<file path="src/rtl/ipec_pkg.sv">
package ipec_pkg;
  // Register word indices; the bus byte address is the index times four
  localparam logic [11:0] IPEC_IDX_PRIO_HIGH = 12'hfc7;
  localparam logic [11:0] IPEC_IDX_PRIO_LOW  = 12'hfc8;
  localparam logic [11:0] IPEC_IDX_EDGE_SEL  = 12'hfcd;
  localparam logic [11:0] IPEC_IDX_SHARED    = 12'hfce;
  localparam logic [11:0] IPEC_IDX_MASTER    = 12'hfcf;
  localparam logic [11:0] IPEC_IDX_STATUS    = 12'hfd0;
  localparam logic [11:0] IPEC_IDX_MASK      = 12'hfd1;
  localparam logic [11:0] IPEC_IDX_PENDING   = 12'hfd2;
  localparam int          IPEC_ADDR_W        = 14;
  // Field positions
  localparam int          IPEC_MIE_BIT       = 7;
  localparam int          IPEC_SRC_SEL_BIT   = 6;
  localparam int          IPEC_PRIO_BITS     = 4;
  // Reset values and writable masks
  localparam logic [7:0]  IPEC_RST_VAL       = 8'h00;
  localparam logic [7:0]  IPEC_PRIO_WMASK    = 8'h0f;
  localparam logic [7:0]  IPEC_SHARED_WMASK  = 8'h40;
  localparam logic [7:0]  IPEC_MASTER_WMASK  = 8'h80;
  localparam logic [7:0]  IPEC_STAT_WMASK    = 8'h0f;

  typedef enum logic [1:0]
  {
    IPEC_LVL_OFF = 2'b00,
    IPEC_LVL_1   = 2'b01,
    IPEC_LVL_2   = 2'b10,
    IPEC_LVL_3   = 2'b11
  } ipec_level_t;

  typedef enum logic [0:0]
  {
    IPEC_BUS_IDLE = 1'b0,
    IPEC_BUS_ACK  = 1'b1
  } ipec_bus_t;
endpackage : ipec_pkg

</file>
<file path="src/rtl/ipec_edge_if.sv">
`timescale 1ns/1ps
`default_nettype none
// Edge detector carrier: sampled levels in, polarity in, events out
interface ipec_edge_if #(parameter int N = 8);
  logic [N-1:0] level;
  logic [N-1:0] polarity;
  logic [N-1:0] event_hit;
  modport det (input level, input polarity, output event_hit);
  modport user (output level, output polarity, input event_hit);
endinterface : ipec_edge_if
`default_nettype wire

</file>
<file path="src/rtl/ipec_edge_det.sv">
`timescale 1ns/1ps
`default_nettype none
module ipec_edge_det #(
  parameter int N = 8
) (
  input  wire logic clk,
  input  wire logic rst,
  ipec_edge_if.det  eif
);
  logic [N-1:0] prev_q;

  // Previous level, one per input
  always_ff @(posedge clk or posedge rst)
  begin
    if (rst)
      prev_q <= '0;
    else
      prev_q <= eif.level;
  end

  // Per-pin polarity: one = rising, zero = falling
  genvar g;
  generate
    for (g = 0; g < N; g++)
    begin : g_edge
      assign eif.event_hit[g] = eif.polarity[g] ? (eif.level[g] & ~prev_q[g])
                                                : (~eif.level[g] & prev_q[g]);
    end
  endgenerate
endmodule : ipec_edge_det
`default_nettype wire

</file>
<file path="src/rtl/ipec_ctrl.sv">
`timescale 1ns/1ps
`default_nettype none
// Summary of operation
// Two enable bits encode priority level zero-three
// High enable register: port C bits 3:0
// Low enable register: port C bits 3:0
// Edge select bit: zero falling, one rising
// Select bit zero: shared request from pin
// Select bit one: shared request from comparator
// Shared request is edge detected after mux
// Software disables interrupt before switching source
// Master enable set by enable, return, write
// Master enable cleared by disable, acknowledge, write
// Master enable gates every interrupt presented; code gates IRQ_VALID only, INT_O and edge requests are not gated
// Control bits 6:0 read as zero
// Highest level wins, lowest index breaks ties
module ipec_ctrl
  import ipec_pkg::*;
#(
  parameter int EDGE_PINS = 8
) (
  input  wire logic                          REF_CLK,
  input  wire logic                          RST,
  input  wire logic                          WB_CYC_I,
  input  wire logic                          WB_STB_I,
  input  wire logic                          WB_WE_I,
  input  wire logic [ipec_pkg::IPEC_ADDR_W-1:0] WB_ADR_I,
  input  wire logic [31:0]                   WB_DAT_I,
  input  wire logic [3:0]                    WB_SEL_I,
  output logic      [31:0]                   WB_DAT_O,
  output logic                               WB_ACK_O,
  input  wire logic [EDGE_PINS-1:0]          PORTA_PINS,
  input  wire logic [EDGE_PINS-1:0]          PORTD_PINS,
  input  wire logic [3:0]                    PORTC_PINS,
  input  wire logic                          COMPARATOR_OUT,
  input  wire logic                          ENABLE_INTERRUPTS_INSTRUCTION,
  input  wire logic                          DISABLE_INTERRUPTS_INSTRUCTION,
  input  wire logic                          INTERRUPT_RETURN_INSTRUCTION,
  input  wire logic                          IRQ_ACK,
  output logic                               IRQ_VALID,
  output logic      [1:0]                    IRQ_LEVEL,
  output logic      [3:0]                    IRQ_SOURCE,
  output logic      [EDGE_PINS-1:0]          EDGE_REQUESTS,
  output logic                               SHARED_REQUEST,
  output logic                               INT_O
);
  import ipec_pkg::*;

  // Elaboration check: the edge select register is one byte wide
  if (EDGE_PINS != 8)
  begin : g_bad_pins
    $error("EDGE_PINS must be 8 to match the 8-bit edge select register");
  end

  logic [7:0]  prio_high_q, prio_low_q, edge_sel_q, shared_q;
  logic        mie_q;
  logic [3:0]  status_q, mask_q;
  logic [3:0]  portc_prev_q;
  logic        shared_prev_q;
  ipec_bus_t   bus_q;
  logic [31:0] rdata_d;
  logic        access, wr, wr_low;
  logic [11:0] idx;
  logic [3:0]  portc_ev;
  logic        shared_sel, shared_ev;

  ipec_edge_if #(.N(EDGE_PINS)) eif ();

  // Wishbone decode: word index is the byte address over four
  assign idx    = WB_ADR_I[IPEC_ADDR_W-1:2];
  assign access = WB_CYC_I & WB_STB_I & (bus_q == IPEC_BUS_IDLE);
  assign wr     = access & WB_WE_I;
  assign wr_low = wr & WB_SEL_I[0];

  // Classic handshake: ack one cycle after the strobe, then drop
  always_ff @(posedge REF_CLK or posedge RST)
  begin
    if (RST)
    begin
      bus_q    <= IPEC_BUS_IDLE;
      WB_ACK_O <= 1'b0;
    end
    else
    begin
      WB_ACK_O <= access;
      bus_q    <= access ? IPEC_BUS_ACK : IPEC_BUS_IDLE;
    end
  end

  // Priority enable registers, reserved upper bits held at zero
  always_ff @(posedge REF_CLK or posedge RST)
  begin
    if (RST)
    begin
      prio_high_q <= IPEC_RST_VAL;
      prio_low_q  <= IPEC_RST_VAL;
    end
    else if (wr_low)
    begin
      // high enable write
      if (idx == IPEC_IDX_PRIO_HIGH)
        prio_high_q <= WB_DAT_I[7:0] & IPEC_PRIO_WMASK;
      // low enable write
      if (idx == IPEC_IDX_PRIO_LOW)
        prio_low_q <= WB_DAT_I[7:0] & IPEC_PRIO_WMASK;
    end
  end

  // Edge and shared source selection
  always_ff @(posedge REF_CLK or posedge RST)
  begin
    if (RST)
    begin
      edge_sel_q <= IPEC_RST_VAL;
      shared_q   <= IPEC_RST_VAL;
    end
    else if (wr_low)
    begin
      // edge polarity per pin
      if (idx == IPEC_IDX_EDGE_SEL)
        edge_sel_q <= WB_DAT_I[7:0];
      if (idx == IPEC_IDX_SHARED)
        shared_q <= WB_DAT_I[7:0] & IPEC_SHARED_WMASK;
    end
  end

  // Master enable; instructions, ack and direct writes all steer it
  always_ff @(posedge REF_CLK or posedge RST)
  begin
    if (RST)
      mie_q <= 1'b0;
    // acknowledge and disable clear first
    else if (IRQ_ACK || DISABLE_INTERRUPTS_INSTRUCTION)
      mie_q <= 1'b0;
    // enable or return instruction set
    else if (ENABLE_INTERRUPTS_INSTRUCTION || INTERRUPT_RETURN_INSTRUCTION)
      mie_q <= 1'b1;
    // direct write
    else if (wr_low && idx == IPEC_IDX_MASTER)
      mie_q <= WB_DAT_I[IPEC_MIE_BIT];
  end

  // Port A / port D edge detection: A and D pins ORed bit by bit, D pins share polarity
  assign eif.level    = PORTA_PINS | PORTD_PINS;
  assign eif.polarity = edge_sel_q;

  ipec_edge_det #(.N(EDGE_PINS)) u_edge (
    .clk (REF_CLK),
    .rst (RST),
    .eif (eif)
  );

  // pin chosen when select bit is zero
  // comparator chosen when select bit is one
  assign shared_sel = shared_q[IPEC_SRC_SEL_BIT] ? COMPARATOR_OUT : PORTA_PINS[6];

  // edge taken after the mux, so a switch can itself fire
  assign shared_ev = edge_sel_q[6] ? (shared_sel & ~shared_prev_q) : (~shared_sel & shared_prev_q);

  // Port C edges use rising edge; previous levels held here
  assign portc_ev = PORTC_PINS & ~portc_prev_q;

  always_ff @(posedge REF_CLK or posedge RST)
  begin
    if (RST)
    begin
      portc_prev_q  <= 4'h0;
      shared_prev_q <= 1'b0;
    end
    else
    begin
      portc_prev_q  <= PORTC_PINS;
      shared_prev_q <= shared_sel;
    end
  end

  // Sticky port C request status; a new edge wins over a write-one clear
  always_ff @(posedge REF_CLK or posedge RST)
  begin
    if (RST)
      status_q <= 4'h0;
    else if (wr_low && idx == IPEC_IDX_STATUS)
      status_q <= (status_q & ~(WB_DAT_I[3:0] & IPEC_STAT_WMASK[3:0])) | portc_ev;
    else
      status_q <= status_q | portc_ev;
  end

  always_ff @(posedge REF_CLK or posedge RST)
  begin
    if (RST)
      mask_q <= 4'h0;
    else if (wr_low && idx == IPEC_IDX_MASK)
      mask_q <= WB_DAT_I[3:0];
  end

  // Arbitration over the four port C requests
  ipec_level_t lvl [4];
  ipec_level_t best_lvl;
  logic [3:0]  best_src;
  genvar gi;
  generate
    for (gi = 0; gi < IPEC_PRIO_BITS; gi++)
    begin : g_lvl
      // high/low pair forms the level
      assign lvl[gi] = ipec_level_t'({prio_high_q[gi], prio_low_q[gi]});
    end
  endgenerate

  always_comb
  begin
    best_lvl = IPEC_LVL_OFF;
    best_src = 4'h0;
    // strictly greater keeps the lowest index on ties
    for (int i = 0; i < IPEC_PRIO_BITS; i++)
    begin
      if (status_q[i] && lvl[i] > best_lvl)
      begin
        best_lvl = lvl[i];
        best_src = 4'(i);
      end
    end
  end

  // Request to the core, all registered
  always_ff @(posedge REF_CLK or posedge RST)
  begin
    if (RST)
    begin
      IRQ_VALID      <= 1'b0;
      IRQ_LEVEL      <= 2'b00;
      IRQ_SOURCE     <= 4'h0;
      EDGE_REQUESTS  <= '0;
      SHARED_REQUEST <= 1'b0;
      INT_O          <= 1'b0;
    end
    else
    begin
      // IRQ_VALID is low from the cycle after master enable goes low; INT_O and the edge requests are not gated
      IRQ_VALID      <= mie_q && (best_lvl != IPEC_LVL_OFF) && !IRQ_ACK;
      IRQ_LEVEL      <= best_lvl;
      IRQ_SOURCE     <= best_src;
      EDGE_REQUESTS  <= eif.event_hit;
      SHARED_REQUEST <= shared_ev;
      INT_O          <= |((status_q | portc_ev) & mask_q);
    end
  end

  // Read mux; unmapped reads return zero
  always_comb
  begin
    rdata_d = 32'h0000_0000;
    unique case (idx)
      IPEC_IDX_PRIO_HIGH: rdata_d[7:0] = prio_high_q;
      IPEC_IDX_PRIO_LOW:  rdata_d[7:0] = prio_low_q;
      IPEC_IDX_EDGE_SEL:  rdata_d[7:0] = edge_sel_q;
      IPEC_IDX_SHARED:    rdata_d[7:0] = shared_q;
      // low bits always zero
      IPEC_IDX_MASTER:    rdata_d[7:0] = {mie_q, 7'h00};
      IPEC_IDX_STATUS:    rdata_d[3:0] = status_q;
      IPEC_IDX_MASK:      rdata_d[3:0] = mask_q;
      IPEC_IDX_PENDING:   rdata_d[3:0] = status_q & mask_q;
      default:            rdata_d      = 32'h0000_0000;
    endcase
  end

  always_ff @(posedge REF_CLK or posedge RST)
  begin
    if (RST)
      WB_DAT_O <= 32'h0000_0000;
    else if (access)
      WB_DAT_O <= rdata_d;
  end

  // Assertions

  chk_ack_clears_mie: assert property (@(posedge REF_CLK) disable iff (RST)
    IRQ_ACK |=> !mie_q) else $error("master enable survived acknowledge");
  chk_ei_sets_mie: assert property (@(posedge REF_CLK) disable iff (RST)
    (ENABLE_INTERRUPTS_INSTRUCTION && !IRQ_ACK && !DISABLE_INTERRUPTS_INSTRUCTION) |=> mie_q)
    else $error("enable instruction did not set master enable");
  chk_mie_gates_irq: assert property (@(posedge REF_CLK) disable iff (RST)
    !$past(mie_q) |-> !IRQ_VALID) else $error("request presented while disabled");
  chk_reserved_high: assert property (@(posedge REF_CLK) disable iff (RST)
    prio_high_q[7:4] == 4'h0) else $error("reserved high enable bits set");
  chk_reserved_low: assert property (@(posedge REF_CLK) disable iff (RST)
    prio_low_q[7:4] == 4'h0) else $error("reserved low enable bits set");
  chk_ctrl_read_zero: assert property (@(posedge REF_CLK) disable iff (RST)
    (WB_ACK_O && $past(idx) == IPEC_IDX_MASTER && !$past(WB_WE_I)) |-> WB_DAT_O[6:0] == 7'h00)
    else $error("control reserved bits not zero");
  chk_shared_comp: assert property (@(posedge REF_CLK) disable iff (RST)
    (shared_q[IPEC_SRC_SEL_BIT] && $rose(COMPARATOR_OUT) && edge_sel_q[6] && $stable(shared_q))
    |=> SHARED_REQUEST) else $error("comparator edge missed");
  chk_level_encode: assert property (@(posedge REF_CLK) disable iff (RST)
    IRQ_VALID |-> IRQ_LEVEL == {$past(prio_high_q[best_src[1:0]], 1), $past(prio_low_q[best_src[1:0]], 1)})
    else $error("level encoding wrong");
  chk_ack_one_cycle: assert property (@(posedge REF_CLK) disable iff (RST)
    WB_ACK_O |=> !WB_ACK_O) else $error("ack held longer than a cycle");
  // Shared path: pin edge passes while the pin is selected
  chk_pin_select: assert property (@(posedge REF_CLK) disable iff (RST)
    (!shared_q[IPEC_SRC_SEL_BIT] && $rose(PORTA_PINS[6]) && edge_sel_q[6] && $stable(shared_q))
    |=> SHARED_REQUEST) else $error("shared pin edge missed");
  // A source switch that makes an edge must be reported too
  chk_switch_edge: assert property (@(posedge REF_CLK) disable iff (RST)
    (edge_sel_q[6] && $rose(shared_sel)) |=> SHARED_REQUEST)
    else $error("edge after source switch missed");
  // Pin detector honours the polarity bit in both directions
  chk_edge_rise: assert property (@(posedge REF_CLK) disable iff (RST)
    (eif.polarity[0] && $rose(eif.level[0])) |=> EDGE_REQUESTS[0])
    else $error("rising pin edge missed");
  chk_edge_fall: assert property (@(posedge REF_CLK) disable iff (RST)
    (!eif.polarity[0] && $fell(eif.level[0])) |=> EDGE_REQUESTS[0])
    else $error("falling pin edge missed");
  // High enable write lands on the next edge
  chk_wr_high: assert property (@(posedge REF_CLK) disable iff (RST)
    (wr_low && idx == IPEC_IDX_PRIO_HIGH) |=> prio_high_q[3:0] == $past(WB_DAT_I[3:0]))
    else $error("high enable write lost");
  // A direct write steers the master enable when no instruction competes
  chk_mie_write: assert property (@(posedge REF_CLK) disable iff (RST)
    (wr_low && idx == IPEC_IDX_MASTER && !IRQ_ACK && !DISABLE_INTERRUPTS_INSTRUCTION
     && !ENABLE_INTERRUPTS_INSTRUCTION && !INTERRUPT_RETURN_INSTRUCTION)
    |=> mie_q == $past(WB_DAT_I[IPEC_MIE_BIT])) else $error("master enable write lost");
  // Equal levels: the lower source index must win
  chk_tie_lowest: assert property (@(posedge REF_CLK) disable iff (RST)
    (status_q[0] && status_q[1] && lvl[0] == lvl[1] && lvl[0] != IPEC_LVL_OFF)
    |=> IRQ_SOURCE != 4'h1) else $error("tie not broken toward lower index");
  // Status stays set until software clears it
  chk_status_sticky: assert property (@(posedge REF_CLK) disable iff (RST)
    (status_q[0] && !(wr_low && idx == IPEC_IDX_STATUS)) |=> status_q[0])
    else $error("status bit lost without clear");
  cov_irq_l3: cover property (@(posedge REF_CLK) disable iff (RST) IRQ_VALID && IRQ_LEVEL == 2'b11);
  cov_edge_req: cover property (@(posedge REF_CLK) disable iff (RST) EDGE_REQUESTS != 8'h00);
  cov_ack_path: cover property (@(posedge REF_CLK) disable iff (RST) IRQ_VALID ##1 IRQ_ACK);
  cov_shared: cover property (@(posedge REF_CLK) disable iff (RST) SHARED_REQUEST);
endmodule : ipec_ctrl
`default_nettype wire

</file>
<file path="config.mk">
export PLATFORM = sky130hd
export DESIGN_NAME = ipec_ctrl
export DESIGN_NICKNAME = d
export VERILOG_FILES = /design/src/rtl/ipec_pkg.sv /design/src/rtl/ipec_edge_if.sv /design/src/rtl/ipec_edge_det.sv /design/src/rtl/ipec_ctrl.sv
export SDC_FILE = /design/constraint.sdc
export NUM_CORES = 1
export LEC_CHECK = 0
export BUFFER_PORTS_ARGS = -buffer_cell sky130_fd_sc_hd__buf_4
export CORE_MARGIN = 10
export CORE_UTILIZATION = 41
export DETAILED_ROUTE_END_ITERATION = 10
export GPL_ROUTABILITY_DRIVEN = 1
export PLACE_DENSITY = 0.66
export SYNTH_ARGS = -nofsm -noshare
export SYNTH_HDL_FRONTEND = slang
export SYNTH_SLANG_ARGS = --single-unit
export TNS_END_PERCENT = 30
</file>
<file path="constraint.sdc">
create_clock -name REF_CLK -period 5.35 [get_ports REF_CLK]
set_clock_uncertainty 0.2 [all_clocks]
set_input_delay 0 -clock REF_CLK [delete_from_list [all_inputs] [get_ports REF_CLK]]
set_output_delay 0 -clock REF_CLK [all_outputs]
set_load 0.02 [all_outputs]
</file>
==> results of run 1 <==
## cells by family after synthesis
family	share of synthesized area, %
multiplexers	9.34
AO/OA/AOI/OAI	12.3
flip-flops	49.2
other	0.117
AND/OR/NAND/NOR	17.6
buffers and inverters	9.46
adder cells (fa/ha/maj)	1.95
## through the flow
stage          util (%)  cell area (um2)  worst slack [ns]  instances  hold WS (ns)
5_1_grt            57.1             4370             0.672        531        0.0144
3_3_place_gp       49.1             3750              1.18        478       -0.0830
3_5_place_dp       49.1             3750              1.08        478       -0.0812
4_1_cts            57.1             4370              1.07        531      0.000834
2_1_floorplan         -             3300              1.56        330        -0.169
6_report           57.1             4370              1.08        531       -0.0119
## cells in the mapped netlist (all sizes together) (3+ instances only)
master  count  area share (%)
a21o        5             1.2
a22o        9             2.7
a31oi       3            0.59
and2        4            0.78
and2b       3            0.78
and3        5             1.1
buf        28             6.8
dfrtp      63              49
ha          5             2.0
inv        19             2.2
mux2       23             8.1
mux2i       4             1.3
nand2      37             4.4
nand4       5            0.98
nor2       29             3.5
nor2b       8             1.8
nor3        3            0.47
o211ai      3            0.70
o21ai      20             3.1
## power groups by stage
stage	sequential [W]	combinational, W	clock, W
3_3_place_gp	0.000500	0.000103	0
3_5_place_dp	0.000500	0.000105	0
4_1_cts	0.000491	0.000126	0.000484
5_1_grt	0.000492	0.000139	0.000509
6_report	0.000491	0.000126	0.000477
2_1_floorplan	0.000506	0.0000653	0
## registers in the layout, indices dropped and copies added (netlist names)
register and cells:
EDGE_REQUESTS 8, INT_O 1, IRQ_LEVEL 2, IRQ_SOURCE 2, IRQ_VALID 1, SHARED_REQUEST 1
WB_ACK_O 1, WB_DAT_O 8, edge_sel_q 8, mask_q 4, mie_q 1, portc_prev_q 4
prio_high_q 4, prio_low_q 4, shared_prev_q 1, shared_q 1, status_q 4, u_edge.prev_q 8
## worst reg2reg max path, cell delays in order (launching register included)
cell and delay [ns]:
dfrtp_1 0.42, and2_1 0.23, inv_1 0.07, ha_1 0.28, nor2b_1 0.15, o211ai_1 0.38
o21ai_0 0.15, ha_1 0.32, or4bb_1 0.53, nand2_1 0.09, mux2i_1 0.07, o31ai_1 0.14
nand2_1 0.10, ha_1 0.28, nand2_1 0.06, o211ai_1 0.21, o311ai_0 0.37, a31oi_1 0.07
## layout make-up
cell class | count | area share (%)
repair buffers | 113 | 21.6
well taps | 102 | 2.92
multi-input cells | 219 | 32.4
flip-flops and latches | 63 | 36.1
clock buffers | 12 | 3.78
clock inverters | 3 | 1.49
inverters | 19 | 1.63
## layer usage
metal  share of wire, %  wire, um
met3                7.3       592
met1                 40      3210
met2                 52      4240
met4               0.54        44
met5                  0         0
## worst min path at each step
| stage | end | slack, ns | cells past startpoint |
|---|---|---|---|
| after floorplan | portc_prev_q[0]$_DFF_PP0_ | -0.17 | 0 |
| after global placement | portc_prev_q[0]$_DFF_PP0_ | -0.08 | 1 |
| after detailed placement | portc_prev_q[0]$_DFF_PP0_ | -0.08 | 1 |
| after CTS | WB_DAT_O[6]$_DFFE_PP0P_ | 0.0008 | 5 |
| after global routing | WB_DAT_O[6]$_DFFE_PP0P_ | 0.01 | 5 |
| final | WB_DAT_O[6]$_DFFE_PP0P_ | -0.01 | 5 |
## what timing repair did
action / 4_1_cts / 5_1_grt
hold buffers: 38 / 0
endpoints found under the hold margin: 119 / 0
resized for setup: 0 / 0
==> results.sh, run 1 <==
export IMPL_p_sw_w=0.000250
export IMPL_cp_required_ns=5.35
export IMPL_ios=130
export IMPL_synthesis_area_mm2=0.00320
export IMPL_h_tree_depth=3
export IMPL_setup_tns_ns=0
export IMPL_antenna_diode_count=0
export IMPL_cp_num_cells=17
export IMPL_min_period_ns=4.27
export IMPL_endpoint="IRQ_VALID$_DFF_PP0_"
export IMPL_multi_input_area_mm2=0.00142
export IMPL_vias_per_cell=4.85
export IMPL_outcome="finished with violations"
export IMPL_p_leak_nw=2.18
export IMPL_dp_hpwl_um=5980
export IMPL_vias=2576
export IMPL_crit_path_end_kind="flop"
export IMPL_grt_max_degree=64
export IMPL_intPower_w=0.000845
export IMPL_grt_usage_pct=13.6
export IMPL_postSynthCellCount=305
export IMPL_worstSkewPairLatency_ns=0.34
export IMPL_cp_arrival_ns=4.26
export IMPL_relSlewSlack_pct=47.3
export IMPL_synth_flop_cell="dfrtp_1"
export IMPL_cts_buffer_depth=2
export IMPL_register_area_mm2=0.00158
export IMPL_cts_root_buf="clkbuf_8"
export IMPL_grt_pass1_wl_um=12800
export IMPL_maxCapViolations=0
export IMPL_antenna_found_initial=0
export IMPL_syn_area_per_cell_um2=10.5
export IMPL_use_met3_pct=4.10
export IMPL_dieWidth_um=108
export IMPL_layout_commonest_cell="buf_4"
export IMPL_synth_edf_count=0
export IMPL_peakVddDrop_uv=137
export IMPL_worstPathCellList="and2_1, inv_1, ha_1, nor2b_1, o211ai_1, o21ai_0, ha_1, or4bb_1, nand2_1, mux2i_1, o31ai_1, nand2_1, ha_1, nand2_1, o211ai_1, o311ai_0, a31oi_1"
export IMPL_slowest_delay_ns=0.53
export IMPL_cts_sinks=63
export IMPL_grt_met2_usage_pct=24.1
export IMPL_first_pass_iters=5
export IMPL_yosysWarnings=0
export IMPL_num_rows=32
export IMPL_postCtsSetupBuffers=0
export IMPL_p_clk_share_pct=43.6
export IMPL_wl_per_cell_um=15.2
export IMPL_core_area_mm2=0.00765
export IMPL_violations="hold timing"
export IMPL_async_flop_share_pct=100
export IMPL_cp_top_family="compound AO/OA/AOI/OAI gates"
export IMPL_clk_pin_slew_ns=0.07
export IMPL_fmax_mhz=234
export IMPL_die_area_mm2=0.0117
export IMPL_wirelength_um=8090
export IMPL_hp_start="WB_ADR_I[2]"
export IMPL_cp_startpoint="status_q[0]$_DFF_PP0_"
export IMPL_rrSetupSlack_ns=1.08
export IMPL_drt_first_iter_violations=133
export IMPL_swShare_pct=22.8
export IMPL_start_util_pct=41.9
export IMPL_cts_tree="built"
export IMPL_p_comb_share_pct=11.5
export IMPL_worstPathMaxFanout=7
export IMPL_seqPwrFrac_pct=44.9
export IMPL_ant_nets=0
export IMPL_numPortBuffers=74
export IMPL_die_h_um=108
export IMPL_post_route_drc_count=0
export IMPL_use_met1_pct=15.4
export IMPL_post_route_period_util_pct=79.7
export IMPL_gp_congestion=0.864
export IMPL_ys_types=49
export IMPL_hold_slack_ns=-0.0119
export IMPL_worst_path_buf_inv=1
export IMPL_area_delta_synth_final_pct=36.3
export IMPL_finalHoldViolCount=1
export IMPL_ys_seq_area_share_pct=49.2
export IMPL_setup_viol=0
export IMPL_r2r_start="status_q[0]$_DFF_PP0_"
export IMPL_rsz0062_at_grt="false"
export IMPL_first_global_vias=2659
export IMPL_worst_path_max_delay_cell="or4bb_1"
export IMPL_tightest_slew_ns=0.790
export IMPL_r2r_end="IRQ_VALID$_DFF_PP0_"
export IMPL_final_nets=510
export IMPL_fill_cells=669
export IMPL_layout_common_cells="75 x buf_4, 63 x dfrtp_1, 38 x dlygate4sd3_1"
export IMPL_hold_path_class="in2reg"
export IMPL_numCtsBuffers=9
export IMPL_drive_above_1_share_pct=31.0
export IMPL_total_power_w=0.00109
export IMPL_setup_worst_path_start_class="flop"
export IMPL_powerDensity_mw_per_mm2=251
export IMPL_slew_viol_final=0
export IMPL_ys_ff_latch=63
export IMPL_worstSetupPathType="reg2reg"
export IMPL_overflow=0
export IMPL_busiest_layer="met2"
export IMPL_r2r_cells=17
No activity file was read; power rests on OpenSTA's default activity.
==> inputs of run 2 (changes only) <==
==> constraint.sdc (replaced) <==
create_clock -name REF_CLK -period 4.38 [get_ports REF_CLK]
set_clock_uncertainty 0.2 [all_clocks]
set_input_delay 0 -clock REF_CLK [delete_from_list [all_inputs] [get_ports REF_CLK]]
set_output_delay 0 -clock REF_CLK [all_outputs]
set_load 0.02 [all_outputs]
==> run 2 against run 1 <==
Against the previous run:
- the run now ends clean
- via count rose by 1.3%
- count of clock-buffer cells in the layout did not move
- setup slack got worse by 0.63 ns
- cell area rose by 0.11%
- flip-flop and latch count did not move
- sequential power rose by 22%
- worst hold slack improved by 0.021 ns
- global-route usage rose by 0.20 points
- register-to-register slack got worse by 0.63 ns
- non-clock buffer count rose by 4
- critical path type unchanged
- critical endpoint unchanged
- largest power group unchanged
==> results.sh, run 2 (synthesized netlist as in run 1, its figures left out) <==
export IMPL_worstSetupPathType="reg2reg"
export IMPL_worstSkewPairLatency_ns=0.34
export IMPL_final_nets=514
export IMPL_rrSetupSlack_ns=0.45
export IMPL_r2r_end="IRQ_VALID$_DFF_PP0_"
export IMPL_grt_max_degree=64
export IMPL_ant_nets=0
export IMPL_cp_required_ns=4.38
export IMPL_busiest_layer="met2"
export IMPL_setup_tns_ns=0
export IMPL_wirelength_um=8050
export IMPL_r2r_cells=19
export IMPL_use_met1_pct=16.2
export IMPL_drive_above_1_share_pct=31.1
export IMPL_r2r_start="status_q[0]$_DFF_PP0_"
export IMPL_cts_root_buf="clkbuf_8"
export IMPL_p_leak_nw=2.18
export IMPL_finalHoldViolCount=0
export IMPL_dieWidth_um=108
export IMPL_cts_buffer_depth=2
export IMPL_ios=130
export IMPL_dp_hpwl_um=5980
export IMPL_slowest_delay_ns=0.53
export IMPL_hold_depth=5
export IMPL_seqPwrFrac_pct=46.6
export IMPL_antenna_diode_count=0
export IMPL_setup_viol=0
export IMPL_core_area_mm2=0.00765
export IMPL_h_tree_depth=3
export IMPL_cts_resized=0
export IMPL_grt_pass1_wl_um=13000
export IMPL_p_comb_share_pct=12.1
export IMPL_antenna_found_initial=0
export IMPL_crit_path_end_kind="flop"
export IMPL_layout_commonest_cell="buf_4"
export IMPL_post_route_drc_count=0
export IMPL_hold_path_class="in2reg"
export IMPL_cts_sinks=63
export IMPL_area_delta_synth_final_pct=36.5
export IMPL_swShare_pct=23.3
export IMPL_min_to="WB_DAT_O[6]$_DFFE_PP0P_"
export IMPL_intPower_w=0.000988
export IMPL_setup_worst_path_start_class="flop"
export IMPL_cts_tree="built"
export IMPL_min_period_ns=3.93
export IMPL_total_power_w=0.00129
export IMPL_cp_top_family="simple AND/OR/NAND/NOR gates"
export IMPL_wl_per_cell_um=15.0
export IMPL_dp_cells=479
export IMPL_critPathMostFrequentCell="nand2_1"
export IMPL_fill_cells=663
export IMPL_worst_path_max_delay_cell="or4bb_1"
export IMPL_p_clk_share_pct=41.3
export IMPL_vias_per_cell=4.87
export IMPL_cp_arrival_ns=3.93
export IMPL_clk_pin_slew_ns=0.07
export IMPL_num_rows=32
export IMPL_maxCapViolations=0
export IMPL_numPortBuffers=74
export IMPL_p_sw_w=0.000300
export IMPL_powerDensity_mw_per_mm2=295
export IMPL_slew_viol_final=0
export IMPL_hold_slack_ns=0.00902
export IMPL_numCtsBuffers=9
export IMPL_grt_met2_usage_pct=23.6
export IMPL_hp_start="WB_ADR_I[2]"
export IMPL_relSlewSlack_pct=46.7
export IMPL_grt_usage_pct=13.8
export IMPL_worstPathCellList="and2_1, inv_1, ha_1, nor2b_1, o211ai_1, o21ai_0, ha_1, or4bb_1, nand2_1, mux2i_1, o31ai_1, nand2_1, ha_1, nand2_1, o211ai_1, buf_4, nand2_1, nor2_1, a31oi_1"
export IMPL_overflow=0
export IMPL_die_h_um=108
export IMPL_post_route_period_util_pct=89.7
export IMPL_worstPathMaxFanout=6
export IMPL_use_met3_pct=3.99
export IMPL_vias=2609
export IMPL_rsz0062_at_grt="false"
export IMPL_layout_common_cells="79 x buf_4, 63 x dfrtp_1, 38 x dlygate4sd3_1"
export IMPL_fmax_mhz=254
export IMPL_start_util_pct=41.9
export IMPL_tightest_slew_ns=0.799
export IMPL_die_area_mm2=0.0117
export IMPL_outcome="complete, no violations"
export IMPL_first_global_vias=2680
export IMPL_first_pass_iters=4
export IMPL_peakVddDrop_uv=182
export IMPL_final_cells=536
export IMPL_drt_first_iter_violations=125
export IMPL_worst_path_buf_inv=2
export IMPL_gp_congestion=0.864
==> run 2: stage by stage <==
| stage | util [%] | area (um2) | worst slack, ns |
|---|---|---|---|
| 6_report | 57.1 | 4370 | 0.450 |
| 5_1_grt | 57.1 | 4370 | 0.0307 |
| 4_1_cts | 56.9 | 4350 | 0.212 |
| 3_5_place_dp | 49.2 | 3760 | 0.222 |
| 3_3_place_gp | 49.2 | 3760 | 0.303 |
| 2_1_floorplan | - | 3300 | 0.588 |
==> run 2: final cells by class <==
class	count	area (um2)	share of cell area, %
clock buffer	12	135	3.09
sequential	63	1580	36.1
inverter	19	71.3	1.63
clock inverter	4	70.1	1.60
timing repair buffer	117	973	22.3
multi-input combinational	219	1420	32.4
tap	102	128	2.92
==> run 2: what timing repair did <==
item / CTS / global route
endpoints found under the setup margin: 0 / 3
hold buffers: 38 / 0
hold endpoints to repair: 119 / 0
buffers inserted: 0 / 3
==> run 2: power by group through the flow <==
stage,registers (W),logic [W],clock network (W)
after global placement,0.000610,0.000126,0
after global routing,0.000601,0.000171,0.000576
after detailed placement,0.000611,0.000129,0
final,0.000600,0.000155,0.000532
after CTS,0.000600,0.000155,0.000543
after floorplan,0.000618,0.0000798,0
==> run 2: how the worst max path moves through the flow <==
stage / start / endpoint / slack (ns) / depth (start not counted)
3_5_place_dp: status_q[0]$_DFF_PP0_ / IRQ_VALID$_DFF_PP0_ / 0.22 / 19
4_1_cts: status_q[0]$_DFF_PP0_ / IRQ_VALID$_DFF_PP0_ / 0.21 / 19
3_3_place_gp: status_q[0]$_DFF_PP0_ / IRQ_VALID$_DFF_PP0_ / 0.30 / 19
2_1_floorplan: status_q[0]$_DFF_PP0_ / IRQ_VALID$_DFF_PP0_ / 0.59 / 17
5_1_grt: status_q[0]$_DFF_PP0_ / IRQ_VALID$_DFF_PP0_ / 0.03 / 20
6_report: status_q[0]$_DFF_PP0_ / IRQ_VALID$_DFF_PP0_ / 0.45 / 19
==> run 2: metal layers <==
metal / up-vias / wire (um)
met2: 68 / 4170
li1: 1265 / -
met4: 0 / 111
met1: 1264 / 3250
met5: - / 0
met3: 12 / 514
==> run 2: worst reg2reg max path, cell delays in order, from the launching register on <==
cell	delay [ns]
dfrtp_1	0.43
and2_1	0.22
inv_1	0.06
ha_1	0.28
nor2b_1	0.15
o211ai_1	0.24
o21ai_0	0.12
ha_1	0.31
or4bb_1	0.53
nand2_1	0.08
mux2i_1	0.07
o31ai_1	0.11
nand2_1	0.10
ha_1	0.29
nand2_1	0.04
o211ai_1	0.11
buf_4	0.17
nand2_1	0.05
nor2_1	0.12
a31oi_1	0.10
==> inputs of run 3 (changes only) <==
--- a/config.mk
+++ b/config.mk
@@ -10,7 +10,9 @@
 export CORE_UTILIZATION = 41
 export DETAILED_ROUTE_END_ITERATION = 10
 export GPL_ROUTABILITY_DRIVEN = 1
-export PLACE_DENSITY = 0.66
+export PLACE_DENSITY = 0.68
+export SETUP_SLACK_MARGIN = 0.5
+export SKIP_LAST_GASP = 1
 export SYNTH_ARGS = -nofsm -noshare
 export SYNTH_HDL_FRONTEND = slang
 export SYNTH_SLANG_ARGS = --single-unit
==> constraint.sdc (replaced) <==
create_clock -name REF_CLK -period 3.4 [get_ports REF_CLK]
set_clock_uncertainty 0.2 [all_clocks]
set_input_delay 0 -clock REF_CLK [delete_from_list [all_inputs] [get_ports REF_CLK]]
set_output_delay 0 -clock REF_CLK [all_outputs]
set_load 0.02 [all_outputs]
==> run 3 against run 2 <==
Against the previous run:
- the run now ends with setup timing left
- power grew 19%
- via count grew 2.9%
- critical path depth shrank 1
- clock power grew 4%
- flip-flop and latch count is the same
- combinational power grew 32%
- worst hold slack gained 0.031 ns
- critical path type unchanged
- count of clock-buffer cells in the layout shrank 1
- cell count grew 4.7%
- register-to-register slack lost 0.58 ns
- sequential power grew 29%
- non-clock buffer count grew 25
==> results.sh, run 3 (synthesized netlist as in run 1, its figures left out) <==
export IMPL_outcome="finished with violations"
export IMPL_violations="setup timing"
export IMPL_fmax_mhz=284
export IMPL_final_nets=539
export IMPL_powerDensity_mw_per_mm2=336
export IMPL_ios=130
export IMPL_worstPathCellList="and2_4, inv_2, ha_4, nor2b_4, o211ai_1, nand2_1, o21ai_1, ha_1, or4bb_1, nand2_1, mux2i_1, o31ai_1, nand2_1, ha_1, nand2_1, o211ai_1, o311ai_1, a31oi_1"
export IMPL_setup_viol=5
export IMPL_drt_first_iter_violations=84
export IMPL_post_route_drc_count=0
export IMPL_hold_path_class="in2reg"
export IMPL_worstSetupPathType="reg2reg"
export IMPL_finalHoldViolCount=0
export IMPL_setup_tns_ns=-0.416
export IMPL_crit_path_end_kind="flop"
export IMPL_die_h_um=108
export IMPL_worstSkewPairLatency_ns=0.35
export IMPL_vias=2685
export IMPL_antenna_diode_count=0
export IMPL_post_route_period_util_pct=104
export IMPL_slew_viol_final=0
export IMPL_total_power_w=0.00153
export IMPL_peakVddDrop_uv=207
export IMPL_cp_arrival_ns=3.54
export IMPL_numCtsBuffers=9
export IMPL_gp_congestion=0.894
export IMPL_first_pass_iters=5
export IMPL_layout_common_cells="101 x buf_4, 63 x dfrtp_1, 41 x dlygate4sd3_1"
export IMPL_maxCapViolations=0
export IMPL_cts_root_buf="clkbuf_8"
export IMPL_cts_tree="built"
export IMPL_die_area_mm2=0.0117
export IMPL_start_util_pct=41.9
export IMPL_cp_required_ns=3.42
export IMPL_overflow=0
export IMPL_worst_path_max_delay_cell="or4bb_1"
export IMPL_drive_above_1_share_pct=35.5
export IMPL_cts_buffer_depth=2
export IMPL_area_delta_synth_final_pct=42.2
export IMPL_relSlewSlack_pct=52.4
export IMPL_wl_per_cell_um=14.8
export IMPL_min_period_ns=3.53
export IMPL_antenna_found_initial=0
export IMPL_grt_pass1_wl_um=13400
export IMPL_grt_max_degree=35
export IMPL_setup_worst_path_start_class="flop"
export IMPL_layout_commonest_cell="buf_4"
export IMPL_h_tree_depth=3
export IMPL_rsz0062_at_grt="true"
export IMPL_worstPathMaxFanout=3
export IMPL_worst_slack_ns=-0.126
export IMPL_num_rows=32
export IMPL_vias_per_cell=4.79
export IMPL_ant_nets=0
export IMPL_tightest_slew_ns=0.713
export IMPL_core_area_mm2=0.00765
export IMPL_dieWidth_um=108
export IMPL_numPortBuffers=74
export IMPL_clk_pin_slew_ns=0.07
export IMPL_critPathMostFrequentCell="nand2_1"
export IMPL_first_global_vias=2762
export IMPL_dp_hpwl_um=6120
export IMPL_slowest_delay_ns=0.50
export IMPL_wirelength_um=8320
export IMPL_cts_sinks=63
export IMPL_p_leak_nw=2.29
export IMPL_grt_usage_pct=14.4
## run 3: layer usage
| metal | global-route usage [%] | routed length, um |
|---|---|---|
| met2 | 22.9 | 3950 |
| met4 | 6.50 | 159 |
| met5 | 0 | 0 |
| met3 | 4.58 | 736 |
| met1 | 17.4 | 3470 |
## run 3: repair_timing
| action | 4_1_cts | 5_1_grt |
|---|---|---|
| setup endpoints to repair | 5 | 5 |
| pin swaps | 12 | 3 |
| gates cloned | 0 | 0 |
| hold endpoints to repair | 89 | 0 |
| gates resized for setup | 0 | 1 |
| buffers inserted | 11 | 0 |
| hold buffers | 41 | 0 |
## run 3: area by class of cell
cell class              instances  area [um2]
clock buffers                  11         131
clock inverters                 5        35.0
fillers                       648        3100
inverters                      19        71.3
multi-input cells             219        1440
flip-flops and latches         63        1580
well taps                     102         128
repair buffers                142        1170
## run 3: critical path, delay by kind of cell, from the launching register on
kind	cells	cell delay [ns]
buffers and inverters	1	0.06
and+or+nand+nor	7	1.11
adders and majority gates	3	0.72
AOI/OAI and AO/OA	6	0.87
muxes	1	0.07
DFF	1	0.37
## run 3: final timing paths
kind / startpoint / end / slack [ns] / cells after the start
worst max-delay path: prio_high_q[0]$_DFFE_PP0P_ / IRQ_VALID$_DFF_PP0_ / -0.13 / 18
min in group asynchronous: RST / u_edge.prev_q[0]$_DFF_PP0_ / 0.13 / 3
worst max register to register: prio_high_q[0]$_DFFE_PP0P_ / IRQ_VALID$_DFF_PP0_ / -0.13 / 18
worst min-delay path: WB_WE_I / shared_q[6]$_DFFE_PP0P_ / 0.04 / 5
max in group asynchronous: RST / mie_q$_DFFE_PP0P_ / 2.01 / 4
worst min register to register: WB_DAT_O[6]$_DFFE_PP0P_ / WB_DAT_O[6]$_DFFE_PP0P_ / 0.30 / 2
## run 3: report_power, final
| group | internal [W] | switching (W) | total (W) |
|---|---|---|---|
| Sequential | 0.000766 | 0.00000665 | 0.000773 |
| Clock | 0.000264 | 0.000286 | 0.000551 |
| Combinational | 0.0000979 | 0.000106 | 0.000204 |
## run 3: metrics by stage
step	cell area [um2]	setup WS, ns	util [%]	hold WS (ns)	instances
finish	4550	-0.126	59.5	0.0398	561
CTS	4550	-0.115	59.5	0.0240	561
global placement	3890	-0.113	50.9	-0.0829	493
detailed placement	3890	-0.185	50.9	-0.0800	493
global route	4550	-0.504	59.5	0.0534	561
floorplan	3320	-0.358	-	-0.169	330
